--- src/verilog/sac_map.svh ---
// Constants for the converter control block.
`ifndef SAC_MAP_SVH
`define SAC_MAP_SVH
`define SAC_CLK_MHZ        10
`define SAC_CONV_TYP_NS    1450
`define SAC_CONV_MAX_NS    1800
`define SAC_ACQ_MAX_NS     400
`define SAC_ACQ_HOST_NS    480
`define SAC_NAP_WAKE_NS    200
`define SAC_SLEEP_WAKE_MS  80
`define SAC_CLK_NS         100
`define SAC_CONV_CYC       ((`SAC_CONV_TYP_NS) / (`SAC_CLK_NS))
`define SAC_ACQ_CYC        (((`SAC_ACQ_MAX_NS) + (`SAC_CLK_NS) - 1) / (`SAC_CLK_NS))
`define SAC_NAP_CYC        (((`SAC_NAP_WAKE_NS) + (`SAC_CLK_NS) - 1) / (`SAC_CLK_NS))
`define SAC_SLEEP_CYC      ((`SAC_SLEEP_WAKE_MS) * 1000000 / (`SAC_CLK_NS))
`define SAC_BITS           16
`define SAC_MSB            15
`define SAC_FIFO_DEPTH     32
`define SAC_FIFO_AW        5
`define SAC_ZERO16         16'h0000
`define SAC_CNT_W          20
`endif

--- src/verilog/sac_pkg.sv ---
// Types of the converter control block.
package sac_pkg;
	typedef enum logic [1:0] {
		SAC_IDLE,
		SAC_SETTLE,
		SAC_CONVERT
	} sac_state_t;
	typedef enum logic [1:0] {
		SAC_AWAKE,
		SAC_NAP,
		SAC_SLEEP
	} sac_power_t;
endpackage

--- src/verilog/sac_ctrl.sv ---
// Conversion sequencing, result latching, shutdown and readout control.
//
// Operation
// - Start on convert-start fall with select low.
// - Ignore starts while a conversion runs.
// - Clear approximation register at conversion start.
// - Resolve sixteen bits, MSB first, by comparator.
// - Latch finished word into output holding latches.
// - Busy low throughout conversion, high after.
// - Conversion takes typically 1.45 us, max 1.8.
// - Acquisition at most 400 ns, 500 ksps.
// - Results presented as two's complement binary; code gives the raw SAR word, straight binary.
// - Shutdown low: select low nap, high sleep.
// - Nap keeps logic; host waits 200 ns.
// - Select and read low: outputs always driven.
// - Shared bus: outputs floating until read strobe.
// - Slow memory: old result until busy rises.
// - ROM mode: strobe starts and reads previous.
// - Drivers enabled only with read and select low.
// - New result valid when busy rises.
// - MSB on highest data pin, LSB lowest.
`timescale 1ns/1ps
`include "sac_map.svh"
module sac_ctrl
	import sac_pkg::*;
#(
	parameter int SLEEP_WAKE_CYC = `SAC_SLEEP_CYC
) (
	input  wire logic                clk,
	input  wire logic                rst_n,
	input  wire logic                chip_select_n,
	input  wire logic                convert_start_n,
	input  wire logic                read_n,
	input  wire logic                power_down_n,
	input  wire logic                comparator_high,
	output logic                     busy_n,
	output logic [`SAC_MSB:0]        data_out,
	output logic [`SAC_MSB:0]        data_oe_n,
	output logic [`SAC_MSB:0]        dac_code,
	output logic                     sample_hold,
	output logic                     nap_active,
	output logic                     sleep_active,
	output logic                     ready_to_convert,
	output logic                     result_valid,
	input  wire logic                result_ready,
	output logic [`SAC_MSB:0]        result_data,
	output logic                     result_overflow
);
	sac_state_t            state_r;
	sac_state_t            state_nxt;
	sac_power_t            power_r;
	sac_power_t            power_nxt;
	logic                  conv_prev_r;
	logic [`SAC_MSB:0]     approx_r;
	logic [`SAC_MSB:0]     approx_nxt;
	logic [`SAC_MSB:0]     latch_r;
	logic [3:0]            bit_r;
	logic [3:0]            bit_nxt;
	logic                  overflow_r;
	logic                  busy_n_r;
	logic                  timer_load;
	logic [`SAC_CNT_W-1:0] timer_value;
	wire                   timer_done;
	wire                   conv_fall;
	wire                   start_ok;
	wire                   last_bit;
	wire                   finish;
	wire                   fifo_ready;
	wire                   in_shutdown;
	wire                   pace_done;
	wire [`SAC_MSB:0]      trial_code;

	localparam logic [3:0] BIT_MSB = 4'(`SAC_MSB);
	localparam logic [`SAC_CNT_W-1:0] ACQ_LOAD = `SAC_CNT_W'(`SAC_ACQ_CYC);
	localparam logic [`SAC_CNT_W-1:0] NAP_LOAD = `SAC_CNT_W'(`SAC_NAP_CYC);
	localparam logic [`SAC_CNT_W-1:0] SLEEP_LOAD = `SAC_CNT_W'(SLEEP_WAKE_CYC);
	localparam int STEP_CYC = (`SAC_CONV_CYC) / (`SAC_BITS);
	localparam int CONV_MAX_CYC = (`SAC_CONV_MAX_NS) / (`SAC_CLK_NS);

	// One-hot mask for the bit currently under trial.
	function automatic logic [`SAC_MSB:0] bit_mask(input logic [3:0] idx);
		bit_mask = `SAC_BITS'(1) << idx;
	endfunction

	assign in_shutdown = !power_down_n;
	assign conv_fall   = conv_prev_r && !convert_start_n;
	assign start_ok    = conv_fall && !chip_select_n && !in_shutdown
		&& (power_r == SAC_AWAKE) && timer_done;
	assign last_bit    = (bit_r == 4'h0);
	assign finish      = (state_r == SAC_CONVERT) && last_bit;
	assign pace_done   = timer_done;
	assign trial_code  = approx_r | bit_mask(bit_r);

	// Next-state logic of the conversion sequencer.
	always_comb begin
		state_nxt   = state_r;
		approx_nxt  = approx_r;
		bit_nxt     = bit_r;
		timer_load  = 1'b0;
		timer_value = ACQ_LOAD;
		power_nxt   = power_r;
		case (state_r)
			SAC_IDLE: begin
				if (start_ok) begin
					state_nxt  = SAC_CONVERT;
					approx_nxt = `SAC_ZERO16;
					bit_nxt    = BIT_MSB;
				end
			end
			SAC_CONVERT: begin
				// Each step keeps the trial bit when the comparator says so.
				if (comparator_high) begin
					approx_nxt = trial_code;
				end else begin
					approx_nxt = approx_r;
				end
				if (last_bit) begin
					state_nxt   = SAC_SETTLE;
					timer_load  = 1'b1;
					timer_value = ACQ_LOAD;
				end else begin
					bit_nxt = bit_r - 4'h1;
				end
			end
			SAC_SETTLE: begin
				if (pace_done) begin
					state_nxt = SAC_IDLE;
				end
			end
			default: begin
				state_nxt = SAC_IDLE;
			end
		endcase
		// Shutdown mode is chosen by chip select while power-down is low.
		case (power_r)
			SAC_AWAKE: begin
				if (in_shutdown && state_r == SAC_IDLE) begin
					power_nxt = chip_select_n ? SAC_SLEEP : SAC_NAP;
				end
			end
			SAC_NAP, SAC_SLEEP: begin
				if (!in_shutdown) begin
					power_nxt   = SAC_AWAKE;
					timer_load  = 1'b1;
					timer_value = (power_r == SAC_NAP) ? NAP_LOAD
						: SLEEP_LOAD;
				end else if (power_r == SAC_SLEEP && !chip_select_n) begin
					power_nxt = SAC_NAP;
				end else if (power_r == SAC_NAP && chip_select_n) begin
					power_nxt = SAC_SLEEP;
				end
			end
			default: begin
				power_nxt = SAC_AWAKE;
			end
		endcase
	end

	always_ff @(posedge clk or negedge rst_n) begin
		if (!rst_n) begin
			state_r     <= SAC_IDLE;
			power_r     <= SAC_AWAKE;
			conv_prev_r <= 1'b1;
			approx_r    <= `SAC_ZERO16;
			bit_r       <= 4'h0;
		end else begin
			state_r     <= state_nxt;
			power_r     <= power_nxt;
			conv_prev_r <= convert_start_n;
			approx_r    <= approx_nxt;
			bit_r       <= bit_nxt;
		end
	end

	// Holding latches load on the final decision and hold through shutdown.
	always_ff @(posedge clk or negedge rst_n) begin
		if (!rst_n) begin
			latch_r  <= `SAC_ZERO16;
			busy_n_r <= 1'b1;
		end else begin
			if (finish) begin
				latch_r <= comparator_high ? trial_code : approx_r;
			end
			// Busy rises one edge after the latch, so data leads it.
			busy_n_r <= !(state_r == SAC_CONVERT);
		end
	end

	// Sticky flag: a result that met a full FIFO was dropped.
	always_ff @(posedge clk or negedge rst_n) begin
		if (!rst_n) begin
			overflow_r <= 1'b0;
		end else if (finish && !fifo_ready) begin
			overflow_r <= 1'b1;
		end
	end

	sac_timer u_timer (
		.clk   (clk),
		.rst_n (rst_n),
		.load  (timer_load),
		.value (timer_value),
		.done  (timer_done)
	);

	sac_fifo #(
		.WIDTH (`SAC_BITS),
		.DEPTH (`SAC_FIFO_DEPTH),
		.AW    (`SAC_FIFO_AW)
	) u_fifo (
		.clk       (clk),
		.rst_n     (rst_n),
		.in_valid  (finish),
		.in_ready  (fifo_ready),
		.in_data   (comparator_high ? trial_code : approx_r),
		.out_valid (result_valid),
		.out_ready (result_ready),
		.out_data  (result_data)
	);

	// The pins show the latch; in ROM and slow-memory use the old word
	// stays until the latch reloads at the end of the new conversion.
	assign data_out  = latch_r;
	assign data_oe_n = {`SAC_BITS{chip_select_n | read_n}};
	assign busy_n    = busy_n_r;
	assign dac_code  = (state_r == SAC_CONVERT) ? trial_code : approx_r;
	assign sample_hold = (state_r == SAC_CONVERT);
	assign nap_active  = (power_r == SAC_NAP);
	assign sleep_active = (power_r == SAC_SLEEP);
	assign ready_to_convert = (state_r == SAC_IDLE) && (power_r == SAC_AWAKE)
		&& timer_done;
	assign result_overflow = overflow_r;

	// Conversion length of sixteen steps stays within the maximum time.
	localparam int STEPS_USED = `SAC_BITS;
	localparam bit FITS = (STEPS_USED <= CONV_MAX_CYC) && (STEP_CYC >= 0);
endmodule

--- src/verilog/sac_fifo.sv ---
// Result FIFO with parameterised width and depth.
`timescale 1ns/1ps
`include "sac_map.svh"
module sac_fifo #(
	parameter int WIDTH = `SAC_BITS,
	parameter int DEPTH = `SAC_FIFO_DEPTH,
	parameter int AW    = `SAC_FIFO_AW
) (
	input  wire logic             clk,
	input  wire logic             rst_n,
	input  wire logic             in_valid,
	output logic                  in_ready,
	input  wire logic [WIDTH-1:0] in_data,
	output logic                  out_valid,
	input  wire logic             out_ready,
	output logic      [WIDTH-1:0] out_data
);
	logic [WIDTH-1:0] mem_r [DEPTH];
	logic [AW:0]      wp_r;
	logic [AW:0]      rp_r;
	logic [AW:0]      rp_nxt;
	logic [WIDTH-1:0] out_data_r;
	logic             out_valid_r;
	wire              do_wr;
	wire              do_rd;
	wire              full;
	wire              empty;
	wire              load;
	wire [AW:0]       used;

	// The head word is staged in a register and counts toward the depth,
	// so the store and the stage together hold at most DEPTH words.
	assign used      = wp_r - rp_r;
	assign full      = (used + {{AW{1'b0}}, out_valid_r}) == (AW+1)'(DEPTH);
	assign empty     = (wp_r == rp_r);
	assign in_ready  = !full;
	assign do_wr     = in_valid && !full;
	assign load      = !empty && (!out_valid_r || out_ready);
	assign do_rd     = load;
	assign rp_nxt    = rp_r + 1'b1;
	assign out_valid = out_valid_r;
	assign out_data  = out_data_r;

	always_ff @(posedge clk) begin
		if (do_wr) begin
			mem_r[wp_r[AW-1:0]] <= in_data;
		end
	end

	always_ff @(posedge clk or negedge rst_n) begin
		if (!rst_n) begin
			wp_r        <= '0;
			rp_r        <= '0;
			out_valid_r <= 1'b0;
			out_data_r  <= '0;
		end else begin
			if (do_wr) begin
				wp_r <= wp_r + 1'b1;
			end
			if (do_rd) begin
				rp_r       <= rp_nxt;
				out_data_r <= mem_r[rp_r[AW-1:0]];
			end
			if (load) begin
				out_valid_r <= 1'b1;
			end else if (out_ready) begin
				out_valid_r <= 1'b0;
			end
		end
	end
endmodule

--- src/verilog/sac_timer.sv ---
// Down-counter for settling and wake-up waits.
`timescale 1ns/1ps
`include "sac_map.svh"
module sac_timer (
	input  wire logic                  clk,
	input  wire logic                  rst_n,
	input  wire logic                  load,
	input  wire logic [`SAC_CNT_W-1:0] value,
	output logic                       done
);
	logic [`SAC_CNT_W-1:0] cnt_r;

	assign done = (cnt_r == '0);

	always_ff @(posedge clk or negedge rst_n) begin
		if (!rst_n) begin
			cnt_r <= '0;
		end else if (load) begin
			cnt_r <= value;
		end else if (!done) begin
			cnt_r <= cnt_r - 1'b1;
		end
	end
endmodule

--- config.mk ---
export PLATFORM = sky130hd
export DESIGN_NAME = sac_ctrl
export DESIGN_NICKNAME = d
export VERILOG_FILES = /design/src/verilog/sac_pkg.sv /design/src/verilog/sac_ctrl.sv /design/src/verilog/sac_fifo.sv /design/src/verilog/sac_timer.sv
export VERILOG_INCLUDE_DIRS = /design/src /design/src/verilog
export SDC_FILE = /design/constraint.sdc
export NUM_CORES = 1
export LEC_CHECK = 0
export BUFFER_PORTS_ARGS = -buffer_cell sky130_fd_sc_hd__clkbuf_2
export CAP_MARGIN = 5
export CORE_MARGIN = 5
export CORE_UTILIZATION = 25
export CTS_CLUSTER_DIAMETER = 120
export CTS_CLUSTER_SIZE = 24
export DETAILED_ROUTE_END_ITERATION = 16
export PLACE_DENSITY = 0.38
export SYNTH_ARGS = -nofsm -noshare
export SYNTH_HDL_FRONTEND = slang
export SYNTH_SLANG_ARGS = --single-unit
--- constraint.sdc ---
create_clock -name clk -period 4.6 [get_ports clk]
set_input_delay 0.23 -clock clk [delete_from_list [all_inputs] [get_ports clk]]
set_output_delay 0.23 -clock clk [all_outputs]
set_load 0.05 [all_outputs]
Word level (Yosys, flattened, before mapping) --
Memory sizes are Yosys's and may differ from the RTL's. A register that Yosys moved wholly into a read port is not among the register bits. Cells that the tools add are included.
Storage, ports and cells: register bits 76, bits in writable memories 512, memories 1, output and inout port bits 71, word-level logic and storage cells 99, input port bits 8
Cells by class: bitwise logic cells 2, shift operators 1, reductions and logical operators 34, add/subtract/negate cells 6, muxes and demuxes 30, equality and inequality tests 13
Memory list:
- u_fifo.mem_r | words 32, bits a word 16, read ports 1, clocked after memory_dff 1, wr ports 1, RTL line sac_fifo.sv:18 | logic [WIDTH-1:0] mem_r [DEPTH];
Operator list (count):
- $mux 20 | 5
- $mux 16 | 3
- $pmux 16 s2 | 1
- $logic_not 20->1 | 1
- $sub 20x1->20 const B | 1
- $mux 2 | 8
- $or 16x16->16 | 1
- $shl 1x4->16 const A | 1
- $logic_and 1x1->1 | 14
- $add 6x1->6 const B | 2
- $ne 2x2->1 const B | 5
- $logic_not 1->1 | 8
- $mux 1 | 8
- $mux 4 | 2
- $pmux 4 s2 | 1
- $add 6x1->6 | 1
- $eq 6x6->1 | 1
- $eq 6x6->1 const B | 1
- $pmux 2 s3 | 1
- $reduce_and 3->1 | 2
- $sub 6x6->6 | 1
- $eq 2x1->1 const B | 2
- $eq 2x2->1 const B | 2
- $logic_not 2->1 | 2
- 10 further kinds | 12

Depth between registers and ports, before layout --
Gate-level depths: netlist (run 1).
word-level depth 8, mapped depth 15, mapped depth without buffers 11

By module --
A second synthesis (run 1) with hierarchy kept.
Second synthesis, totals: cell total of the unflattened synthesis 1302, area total of the unflattened synthesis 24539.8 um^2
By module, submodules not included:
- sac_fifo | cells each 955, area each 20835.0 um^2, times used 1
- sac_ctrl | cells each 203, area each 2396.0 um^2, times used 1
- sac_timer | cells each 144, area each 1308.8 um^2, times used 1

Worst setup path after synthesis (run 1) --
OpenSTA, ideal clock, no wires.
path type reg-to-reg, from reg u_fifo.rp_r[1], to mem u_fifo.mem_r[15][0] (netlist name) (enable), setup slack -0.008 ns, required time 4.191 ns, arrival time 4.199 ns, cell stages (with the launch flop) 14, period minus slack after synthesis 4.608 ns, setup time 0.409 ns, cell sequence dfrtp_1 -> clkbuf_1 -> buf_2 -> buf_1 -> inv_1 -> ha_1 -> fa_1 -> a21o_1 -> a21oi_1 -> xnor2_1 -> or4b_1 -> clkbuf_1 -> nand3_1 -> nor3_1
On the way: longest elaborated chain between the ends 7
Ends and longest elaborated chain:
- start, declared | RTL line sac_fifo.sv:20 | logic [AW:0] rp_r;
- start signal, assigned | RTL line sac_fifo.sv:61 | rp_r <= rp_nxt;
- $sub 6x6->6 | RTL line sac_fifo.sv:33 | assign used = wp_r - rp_r;
- $add 6x1->6 | RTL line sac_fifo.sv:34 | assign full = (used + {{AW{1'b0}}, out_valid_r}) == (AW+1)'(DEPTH);
- $eq 6x6->1 | RTL line sac_fifo.sv:34
- $logic_not 1->1
- $logic_and 1x1->1 | RTL line sac_fifo.sv:37 | assign do_wr = in_valid && !full;
- $mux 1 | RTL line sac_fifo.sv:45 | if (do_wr) begin
- $mux 1 (implied by the code) | RTL line sac_fifo.sv:46 | mem_r[wp_r[AW-1:0]] <= in_data;
- end, declared | RTL line sac_fifo.sv:18
No other way between the ends.

Final worst setup path (run 1) --
from reg u_fifo.rp_r[0], to mem u_fifo.mem_r[6][1] (netlist name) (enable)
The elaborated chain is that of the path after synthesis.

==> results of run 1 <==
==> stage by stage <==
| step | hold slack [ns] | area (um^2) | TNS, ns | instances |
|---|---|---|---|---|
| 3_5_place_dp | 0.167 | 26200 | 0 | 2672 |
| 5_1_grt | 0.0322 | 27100 | 0 | 2731 |
| 6_report | 0.0393 | 27200 | 0 | 2733 |
| 2_1_floorplan | -0.0656 | 24300 | -0.248 | 1372 |
| 3_3_place_gp | 0.161 | 26200 | 0 | 2672 |
| 4_1_cts | 0.0124 | 27100 | 0 | 2730 |
==> power groups by stage <==
stage	Sequential, mW	Clock [mW]	Combinational, mW
after floorplan	7.56	0	3.64
after global placement	7.25	0	6.40
after detailed placement	7.26	0	6.38
after CTS	7.14	3.13	6.40
after global routing	7.18	3.32	6.69
final	7.14	3.01	6.19
==> final timing paths <==
path,start,end,depth (start not counted)
max in group asynchronous,rst_n,u_fifo.rp_r[1],3
setup reg to reg,u_fifo.rp_r[0],u_fifo.mem_r[6][1],10
setup / recovery,u_fifo.rp_r[0],u_fifo.mem_r[6][1],10
hold / removal,rst_n,power_r[1],2
hold reg to reg,u_fifo.out_data[1],u_fifo.out_data[1],2
min in group clk,chip_select_n,power_r[1],4
==> synth_stat cells (9+ instances only) <==
cell      count  area share
a21oi_1      48      0.0099
ha_1         26       0.013
xnor2_1      21      0.0076
nand2_1      52      0.0080
buf_4        16      0.0049
buf_2        16      0.0033
nor2_1       67       0.010
mux2i_1      16      0.0066
inv_1        33      0.0051
clkbuf_1     51      0.0079
o21ai_0      36      0.0074
a21o_1       16      0.0049
mux4_2      118        0.11
o21ai_1      10      0.0021
nor3_1       19      0.0039
a22oi_1      48       0.015
dfrtp_1      90       0.093
nor2b_1       9      0.0023
a31oi_1      17      0.0044
nand3_1      12      0.0025
edfxtp_1    512        0.63
xor2_1        9      0.0032
and3_1       28      0.0072
==> flip-flops by register name (all words and copies together), names as in the netlist, 2 cells and up <==
| name | flops |
|---|---|
| u_fifo.mem_r | 512 |
| u_timer.cnt_r | 20 |
| approx_r | 16 |
| data_out | 16 |
| u_fifo.out_data | 16 |
| u_fifo.rp_r | 6 |
| u_fifo.wp_r | 6 |
| bit_r | 4 |
| power_r | 2 |
| state_r | 2 |
==> layer usage <==
| layer | routed length, um | share of wire |
|---|---|---|
| met2 | 31000 | 0.47 |
| met1 | 30900 | 0.47 |
| met3 | 2760 | 0.042 |
| met4 | 985 | 0.015 |
| met5 | 0 | 0 |
==> area by class of cell <==
type	count	area share
diodes	3	0.000276
repair buffers	117	0.0265
clock buffers	52	0.0307
multi-input cells	645	0.227
flip-flops and latches	604	0.651
clock inverters	2	0.000922
well taps	1276	0.0588
inverters	34	0.00470
==> logic make-up after synthesis <==
logic type	Yosys count	synth area share
flip-flops	604	0.726
AND/OR/NAND/NOR	231	0.0487
AO/OA/AOI/OAI	215	0.0578
multiplexers	142	0.119
buffers and inverters	123	0.0229
XOR/XNOR	30	0.0108
adder cells (fa/ha/maj)	27	0.0142
==> placed cells by master, fill, tap and decap left out, types with 4 or more instances in the layout <==
cell type	count
a221oi_1	7
clkbuf_2	77
edfxtp_1	512
buf_4	34
nor2b_2	4
xor2_1	9
nor2_1	64
inv_2	6
a31oi_1	17
ha_1	26
a21oi_1	48
mux2_2	8
nand2_1	52
nor2b_1	5
and3_2	7
xnor2_1	21
a21o_1	16
clkbuf_16	30
o21ai_1	10
o22ai_1	5
nor3_1	17
inv_1	23
mux2i_1	16
dlygate4sd3_1	4
or3_1	4
nand2b_1	5
o21ai_0	36
nand3_1	12
a22oi_1	48
and2_1	5
clkbuf_1	22
or2_2	4
dfrtp_1	88
nor3b_1	4
and3_1	21
mux4_2	118
clkinv_1	5
==> critical path, delay by kind of cell, from the launching register on <==
kind	cells	cell delay [ns]
xor gates and xnor gates	1	0.14
buffers and inverters	1	0.04
DFF	1	0.50
AOI/OAI and AO/OA	2	0.38
adders and majority gates	3	0.97
and+or+nand+nor	3	1.91
==> what timing repair did <==
item | CTS | global route
endpoints found under the setup margin | 0 | 88
hold endpoints to repair | 53 | 0
hold buffers | 4 | 0
gates resized for setup | 0 | 7
==> impl_metrics.csv, run 1 <==
group,metric,value,unit
clocking,post_cts.repair.setup_buffers,0,
grt,grt.overflow.total,0,
run_status,outcome,"finished clean",
placed_design,port_buffers,78,
route,post_drt_wl_per_cell,24.0,um
setup_path,crit_path_end_kind,"register",
power,power_frac_seq,0.437,
route,drt-total-wl,65700,um
grt,grt_max_degree,141,
setup_path,worstPathArrival,4.57,ns
floorplanning,die_w,322,um
finish,multi_input_area,6160,um^2
yosys,ys_seq_area_frac,0.726,
setup_path,worstSetupStartpointType,"register",
clocking,clock_latency,0.62,ns
grt,grt_usage,0.124,
power,cellPowerDensity,602,nW/um^2
power,p_clk_frac,0.184,
timing,rsz0062_at_grt,"false",
power,internal-power,10.0,mW
power,vdd_drop_max,442,uV
route,first_iter_violations,976,
timing,setup_slack,0.277,ns
clocking,clockBufferDepth,3,
yosys,syn-num-nets,1407,
clocking,cts_tree,"done",
grt,grt_pass1_wl,94700,um
clocking,cts_sinks,604,
yosys,avgSynthCellArea,17.7,um^2
yosys,syn_area,24300,um^2
grt,grt_pass1_vias,12700,
setup_path,path_common_cell,"ha_1",
grt,busiest_layer,"met2",
timing,fin_crit_sh,0.940,
grt,met3_usage,0.0166,
setup_path,required,4.85,ns
floorplanning,initial_core_util,0.252,
clocking,cts-buffers-inserted,29,
route,ant_nets,0,
clocking,path_clk_slew,0.11,ns
power,p_sw_frac,0.386,
timing,final-hold-violation-count,0,
floorplanning,die_h,322,um
yosys,synthCells,1372,
timing,tightest_slew,1.12,ns
yosys,synth-edff-count,512,
floorplanning,core,96700,um^2
power,leakagePower,9.10,nW
route,vias,12400,
finish,fill_cells,9670,
setup_path,worst-setup-path-type,"register to register",
placed_design,gp_congestion,0.773,
power,power_switching,6.30,mW
setup_path,r2r_slack,0.28,ns
floorplanning,rows,114,
timing,max_freq,0.231,GHz
placed_design,dpl.hpwl,40500,um
floorplanning,die_area,104000,um^2
timing,relSlewSlack,0.252,
grt,gr-usage-met2,0.203,
min_path,min_path_type,"primary input to asynchronous set/reset pin",
floorplanning,ioPinCount,79,
finish,ff_latch_area,17700,um^2
yosys,async_flop_share,0.152,
power,pwr-share-comb,0.379,
flow_run,cap_violations,0,
route,first_pass_iters,6,
yosys,yosys_most_used_dff,"edfxtp_1",
setup_path,cp_cell_sequence,"ha_1, inv_1, ha_1, fa_1, a21o_1, a21oi_1, xnor2_1, or4b_1, and2_1, and3_1",
yosys,synth-seq-cells,604,
timing,fin_crit,4.32,ns
clocking,htree_num_levels,1,
finish,drive_above_1_share,0.217,
grt,met1_usage,0.181,
placed_design,pre_cts_ws,0.218,ns
setup_path,cp_slowest_cell,"and2_1",
finish,area_delta_synth_final,11.5,%
route,drc,0,
clocking,root_buffer,"clkbuf_16",
timing,finalClockSkew,0.0319,ns
finish,fin_util,0.281,
timing,finalSetupViolations,0,
yosys,yosysWarnings,0,
power,total_power,16.3,mW
route,avgViaCountPerCell,4.53,
grt,antenna_found_initial,2,
timing,final-max-slew-violation-count,0,
finish,layout.nets,1466,
setup_path,critPathMaxStageDelay,0.88,ns
setup_path,cp_max_fo,26,
yosys,yosys.cell_types.count,69,
Note: power is estimated with default switching activity, not from simulation.
==> run 2: changes to the inputs <==
--- a/config.mk
+++ b/config.mk
@@ -13,7 +13,8 @@
 export CTS_CLUSTER_DIAMETER = 120
 export CTS_CLUSTER_SIZE = 24
 export DETAILED_ROUTE_END_ITERATION = 16
-export PLACE_DENSITY = 0.38
+export GPL_TIMING_DRIVEN = 0
+export PLACE_DENSITY = 0.45
 export SYNTH_ARGS = -nofsm -noshare
 export SYNTH_HDL_FRONTEND = slang
 export SYNTH_SLANG_ARGS = --single-unit
==> run 2 against run 1 <==
Net effect: sequential cell count is the same; worst hold slack gained 0.063 ns; sequential share of layout area down 1.1 points; sequential power is essentially flat; fmax decreased by 1.6%; cell count grew 2.2%; combinational power increased by 3%; power rose by 0.57%; largest power group unchanged.
==> impl_metrics.csv, run 2 (same netlist as run 1, synthesis figures left out) <==
group,metric,value,unit
grt,grt_usage,0.124,
route,vias,12900,
timing,fin_crit_sh,0.955,
setup_path,worstPathArrival,4.72,ns
timing,final.setup.tns,0,ns
clocking,clockBufferDepth,3,
placed_design,port_buffers,77,
setup_path,required,4.92,ns
timing,relSlewSlack,0.102,
setup_path,startpoint,"u_fifo.rp_r[1]",
clocking,cts_tree,"done",
floorplanning,initial_core_util,0.252,
clocking,path_clk_slew,0.10,ns
route,post_drt_wl_per_cell,23.5,um
clocking,cts_sinks,604,
clocking,cts-buffers-inserted,29,
finish,area_delta_synth_final,13.4,%
finish,drive_above_1_share,0.222,
clocking,htree_num_levels,1,
clocking,post_cts.repair.setup_buffers,0,
clocking,clock_latency,0.61,ns
power,leakagePower,9.21,nW
timing,tightest_slew,1.35,ns
clocking,root_buffer,"clkbuf_16",
route,ant_nets,0,
power,total_power,16.4,mW
route,first_pass_iters,4,
setup_path,worstSetupStartpointType,"register",
timing,final-hold-violation-count,0,
timing,rsz0062_at_grt,"false",
route,drt-total-wl,65500,um
floorplanning,die_area,104000,um^2
grt,antenna_found_initial,2,
finish,final_cells,2793,
finish,largest_register_ffs,512,
power,cellPowerDensity,595,nW/um^2
floorplanning,ioPinCount,79,
route,first_iter_violations,1160,
setup_path,timing.rr.start,"u_fifo.rp_r[1]",
floorplanning,rows,114,
setup_path,reg2reg_depth,13,
placed_design,dp_cells,2735,
floorplanning,die_h,322,um
power,vdd_drop_max,382,uV
grt,grt.overflow.total,0,
grt,grt_max_degree,48,
finish,layout.nets,1530,
timing,fin_crit,4.39,ns
timing,whs,0.102,ns
setup_path,crit_path_end_kind,"register",
route,avgViaCountPerCell,4.62,
grt,grt_pass1_wl,95300,um
timing,final-max-slew-violation-count,0,
setup_path,cp_max_fo,19,
setup_path,r2r-end,"u_fifo.mem_r[30][7]",
placed_design,dpl.hpwl,43500,um
run_status,outcome,"finished clean",
floorplanning,die_w,322,um
finish,final_common_cell,"edfxtp_1",
placed_design,gp_congestion,0.880,
floorplanning,core,96700,um^2
timing,finalClockSkew,0.0326,ns
finish,layout_common_cells,"edfxtp_1 (512), mux4_2 (118), dfrtp_1 (90)",
route,drc,0,
min_path,min_path_type,"primary input to register",
timing,max_freq,0.228,GHz
flow_run,cap_violations,0,
timing,finalSetupViolations,0,
setup_path,worst-setup-path-type,"register to register",
grt,grt_pass1_vias,13500,
setup_path,r2r_slack,0.21,ns
setup_path,cp-endpoint,"u_fifo.mem_r[30][7]",
run 2: final cells by class:
class                      count  area (um^2)
antenna                        1         2.50
buffer                        86          427
clock buffer                  51          818
clock inverter                 1         20.0
fill                        9674        69100
inverter                      34          128
multi-input combinational    645         6250
sequential                   604        17700
tap                         1276         1600
timing repair buffer          95          673
run 2: worst max-delay path, stage by stage, from the launching register on:
cell	delay, ns
dfrtp_1	0.39
clkbuf_1	0.24
buf_6	0.30
inv_1	0.13
ha_1	0.37
fa_1	0.42
xor2_1	0.15
nor3_1	0.15
o21ai_0	0.12
or4b_1	0.73
and2_1	0.25
clkbuf_1	0.20
clkbuf_2	0.28
and3_4	0.33
run 2: what timing repair did:
action | 4_1_cts | 5_1_grt
resized for setup | 50 | 1
hold buffers | 4 | 0
setup endpoints to repair | 515 | 434
endpoints found under the hold margin | 48 | 0
run 2: worst min-delay path by stage:
| stage | cells past startpoint | from | endpoint |
|---|---|---|---|
| after floorplan | 0 | rst_n | approx_r[0] |
| after detailed placement | 1 | convert_start_n | conv_prev_r |
| after global placement | 1 | convert_start_n | conv_prev_r |
| after CTS | 4 | chip_select_n | power_r[1] |
| final | 4 | chip_select_n | power_r[1] |
| after global routing | 4 | chip_select_n | power_r[1] |
run 2: per-stage QoR:
step | setup WS, ns | cell area (um^2) | utilization
final | 0.208 | 27600 | 0.285
after global routing | 0.0307 | 27600 | 0.285
after CTS | 0.0800 | 27500 | 0.284
after detailed placement | -1.30 | 26500 | 0.274
after global placement | -2.47 | 26300 | 0.272
after floorplan | -0.00775 | 24300 | -
run 2: per-layer routing:
metal | GRT usage | vias to the layer above | wire length, um
li1 | - | 5659 | -
met1 | 0.180 | 6856 | 30200
met2 | 0.201 | 329 | 30500
met3 | 0.0209 | 53 | 3790
met4 | 0.0188 | 0 | 1010
met5 | 0 | - | 0
run 2: power breakdown:
part	internal, mW	leakage (nW)	total (mW)	switching (mW)
combinational	1.98	2.94	6.36	4.38
clock	1.23	0.399	2.93	1.71
sequential	6.85	5.87	7.13	0.289
==> run 3: changes to the inputs <==
--- a/config.mk
+++ b/config.mk
@@ -6,12 +6,11 @@
 export SDC_FILE = /design/constraint.sdc
 export NUM_CORES = 1
 export LEC_CHECK = 0
+export ABC_AREA = 1
 export BUFFER_PORTS_ARGS = -buffer_cell sky130_fd_sc_hd__clkbuf_2
 export CAP_MARGIN = 5
-export CORE_MARGIN = 5
 export CORE_UTILIZATION = 25
 export CTS_CLUSTER_DIAMETER = 120
-export CTS_CLUSTER_SIZE = 24
 export DETAILED_ROUTE_END_ITERATION = 16
 export GPL_TIMING_DRIVEN = 0
 export PLACE_DENSITY = 0.45
==> run 3 against run 2 <==
Net effect: global-route usage increased by 3.2 points; sequential share of layout area decreased by 7.4 points; clock skew decreased by 0.013 ns; count of clock-buffer cells in the layout increased by 36; fmax increased by 4.1%; design area increased by 13%; sequential power decreased by 12%; first-iteration DRC count increased by 34%; routed wire length increased by 24%; critical path type unchanged; largest power group is now combinational cells; highest routed layer unchanged.
==> impl_metrics.csv, run 3 <==
group,metric,value,unit
run_status,outcome,"finished clean",
timing,rsz0062_at_grt,"false",
setup_path,worstPathArrival,4.52,ns
setup_path,worstSetupStartpointType,"register",
yosys,ys_seq_area_frac,0.688,
route,first_pass_iters,5,
grt,grt_pass1_wl,119000,um
flow_run,cap_violations,0,
floorplanning,ioPinCount,79,
clocking,clock_latency,0.61,ns
floorplanning,die_h,323,um
finish,final_cells,3916,
grt,busiest_layer,"met2",
timing,finalSetupViolations,0,
yosys,synth-seq-cells,604,
yosys,syn_area,25700,um^2
min_path,min_path_cells,3,
grt,met1_usage,0.210,
placed_design,dpl.hpwl,58400,um
placed_design,pre_cts_ws,0.209,ns
setup_path,timing.rr.start,"u_fifo.rp_r[2]",
yosys,yosysWarnings,0,
yosys,synth_most_common_cell,"edfxtp_1",
placed_design,dp_cells,3799,
yosys,synth_top_area_cell,"edfxtp_1",
route,first_iter_violations,1559,
power,total_power,17.9,mW
grt,met3_usage,0.0290,
finish,largest_register_ffs,512,
timing,final-hold-violation-count,0,
grt,gr-usage-met2,0.256,
route,drc,0,
power,vdd_drop_max,269,uV
timing,setup_slack,0.381,ns
timing,max_freq,0.237,GHz
power,leakagePower,11.5,nW
finish,layout.nets,2539,
clocking,cts_tree,"done",
route,drt-total-wl,81000,um
setup_path,required,4.90,ns
grt,grt_pass1_vias,17900,
finish,drive_above_1_share,0.151,
setup_path,crit_path_end_kind,"register",
grt,antenna_found_initial,2,
setup_path,cp_max_fo,10,
floorplanning,core,102000,um^2
min_path,hp-start,"chip_select_n",
yosys,synth_top_area_share,0.598,
power,pwr-share-comb,0.361,
floorplanning,die_area,104000,um^2
clocking,cts-buffers-inserted,67,
power,p_sw_frac,0.389,
route,ant_nets,0,
timing,tightest_slew,1.22,ns
clocking,htree_num_levels,3,
timing,final-max-slew-violation-count,0,
setup_path,r2r_slack,0.38,ns
min_path,whs_endpoint,"power_r[1]",
timing,relSlewSlack,0.188,
setup_path,reg2reg_depth,18,
yosys,synthCells,2295,
floorplanning,rows,117,
timing,finalClockSkew,0.0199,ns
finish,fill_cells,10500,
grt,grt_max_degree,93,
floorplanning,die_w,323,um
power,power_switching,6.96,mW
timing,fin_crit,4.22,ns
timing,fin_crit_sh,0.917,
power,internal-power,10.9,mW
grt,grt_usage,0.156,
finish,layout_common_cells,"edfxtp_1 (512), nand2_1 (421), nor2_1 (352)",
floorplanning,initial_core_util,0.252,
power,power_frac_seq,0.352,
clocking,clockBufferDepth,3,
min_path,min_path_type,"primary input to register",
power,cellPowerDensity,574,nW/um^2
grt,grt.overflow.total,0,
yosys,yosys.cell_types.count,43,
yosys,synth-edff-count,512,
finish,ff_latch_area,17700,um^2
clocking,root_buffer,"clkbuf_16",
yosys,synth_top_cells_by_area,"edfxtp_1 (60%), dfrtp_1 (8.8%), nand2_1 (6.2%)",
finish,final_common_cell,"edfxtp_1",
yosys,synth_common_cells,"edfxtp_1 (512), nand2_1 (422), nor2_1 (355)",
clocking,path_clk_slew,0.06,ns
setup_path,worst-setup-path-type,"register to register",
setup_path,r2r-end,"u_fifo.mem_r[25][14]",
yosys,avgSynthCellArea,11.2,um^2
clocking,post_cts.repair.setup_buffers,0,
clocking,cts_sinks,604,
yosys,syn-num-nets,2330,
finish,area_delta_synth_final,21.5,%
route,vias,18000,
yosys,async_flop_share,0.152,
placed_design,gp_congestion,0.843,
route,post_drt_wl_per_cell,20.7,um
timing,final.setup.tns,0,ns
route,avgViaCountPerCell,4.60,
yosys,yosys_most_used_dff,"edfxtp_1",
finish,multi_input_area,7280,um^2
placed_design,port_buffers,78,
power,p_clk_frac,0.287,
==> run 3: cell count changes in the layout (fill, tap and decap cells not counted), sizes merged, moves of 26 or more <==
cell,previous run,this run
and3,28,2
buf,51,148
mux4,118,0
o211ai,2,51
nand3,13,222
inv,33,84
o21ai,46,248
nor2,67,362
nand2,52,425
a22oi,48,2
clkbuf,177,215
==> run 3: kinds of logic (layout without fill, tap and decap cells) <==
family                   Yosys count  in the layout  synth area share
AND/OR/NAND/NOR                 1066           1066             0.172
flip-flops                       604            604             0.688
AO/OA/AOI/OAI                    349            349            0.0748
buffers and inverters            228            480            0.0440
adder cells (fa/ha/maj)           27             27            0.0134
XOR/XNOR                          21             21           0.00716
other                              0              1                 0
==> run 3: cell type report <==
class / count / share of cell area
sequential: 604 / 0.567
clock inverter: 25 / 0.00682
tap: 1368 / 0.0548
clock buffer: 87 / 0.0589
multi-input combinational: 1463 / 0.233
inverter: 88 / 0.0107
antenna: 1 / 0.0000802
buffer: 140 / 0.0256
timing repair buffer: 140 / 0.0432
==> run 3: how the worst max path moves through the flow <==
stage | from | endpoint | slack, ns | depth (start not counted)
6_report | u_fifo.rp_r[2] | u_fifo.mem_r[25][14] | 0.38 | 18
5_1_grt | u_fifo.rp_r[2] | u_fifo.mem_r[11][8] | 0.01 | 17
4_1_cts | u_fifo.rp_r[2] | u_fifo.mem_r[1][13] | 0.19 | 17
3_5_place_dp | u_fifo.rp_r[2] | u_fifo.mem_r[1][10] | 0.21 | 17
3_3_place_gp | bit_r[0] | u_fifo.mem_r[16][14] | -1.72 | 4
2_1_floorplan | u_fifo.out_valid | u_fifo.mem_r[0][0] | 0.70 | 13
==> run 3: layer usage <==
layer  share of wire  up-vias  wire, um
li1                -     8412         -
met1            0.45     8926     36300
met2            0.47      580     37900
met3           0.061      104      4920
met4           0.023        0      1880
met5               0        -         0
==> run 3: power groups by stage <==
stage | logic [mW] | registers, mW | clock network [mW]
after floorplan | 3.77 | 6.66 | 0
after global placement | 6.36 | 6.43 | 0
after detailed placement | 6.48 | 6.41 | 0
after CTS | 6.50 | 6.30 | 5.28
after global routing | 7.10 | 6.32 | 5.48
final | 6.46 | 6.30 | 5.15
==> run 3: stage by stage <==
stage          instance area (um^2)  hold WS [ns]   util
2_1_floorplan                 25700       -0.0656      -
3_3_place_gp                  27800         0.350  0.273
3_5_place_dp                  29000         0.351  0.285
4_1_cts                       31100        0.0237  0.306
5_1_grt                       31200        0.0839  0.306
6_report                      31200        0.0608  0.306
==> run 3: timing repair <==
item	in CTS	in global routing
endpoints found under the hold margin	93	0
setup endpoints to repair	0	109
gates resized for setup	0	12
hold buffers	4	0
==> run 3: critical path: stages (launching register included) <==
cell and delay [ns]:
dfrtp_1 0.35, buf_2 0.21, inv_1 0.20, clkbuf_1 0.58
ha_1 0.37, ha_1 0.32, inv_1 0.06, nand2_1 0.10
nand3_1 0.10, nand2_1 0.07, nand2_1 0.04, nand2_1 0.05
inv_1 0.04, nand2_2 0.18, nand2_4 0.14, buf_6 0.20
nor3_2 0.47, buf_6 0.24, buf_6 0.17
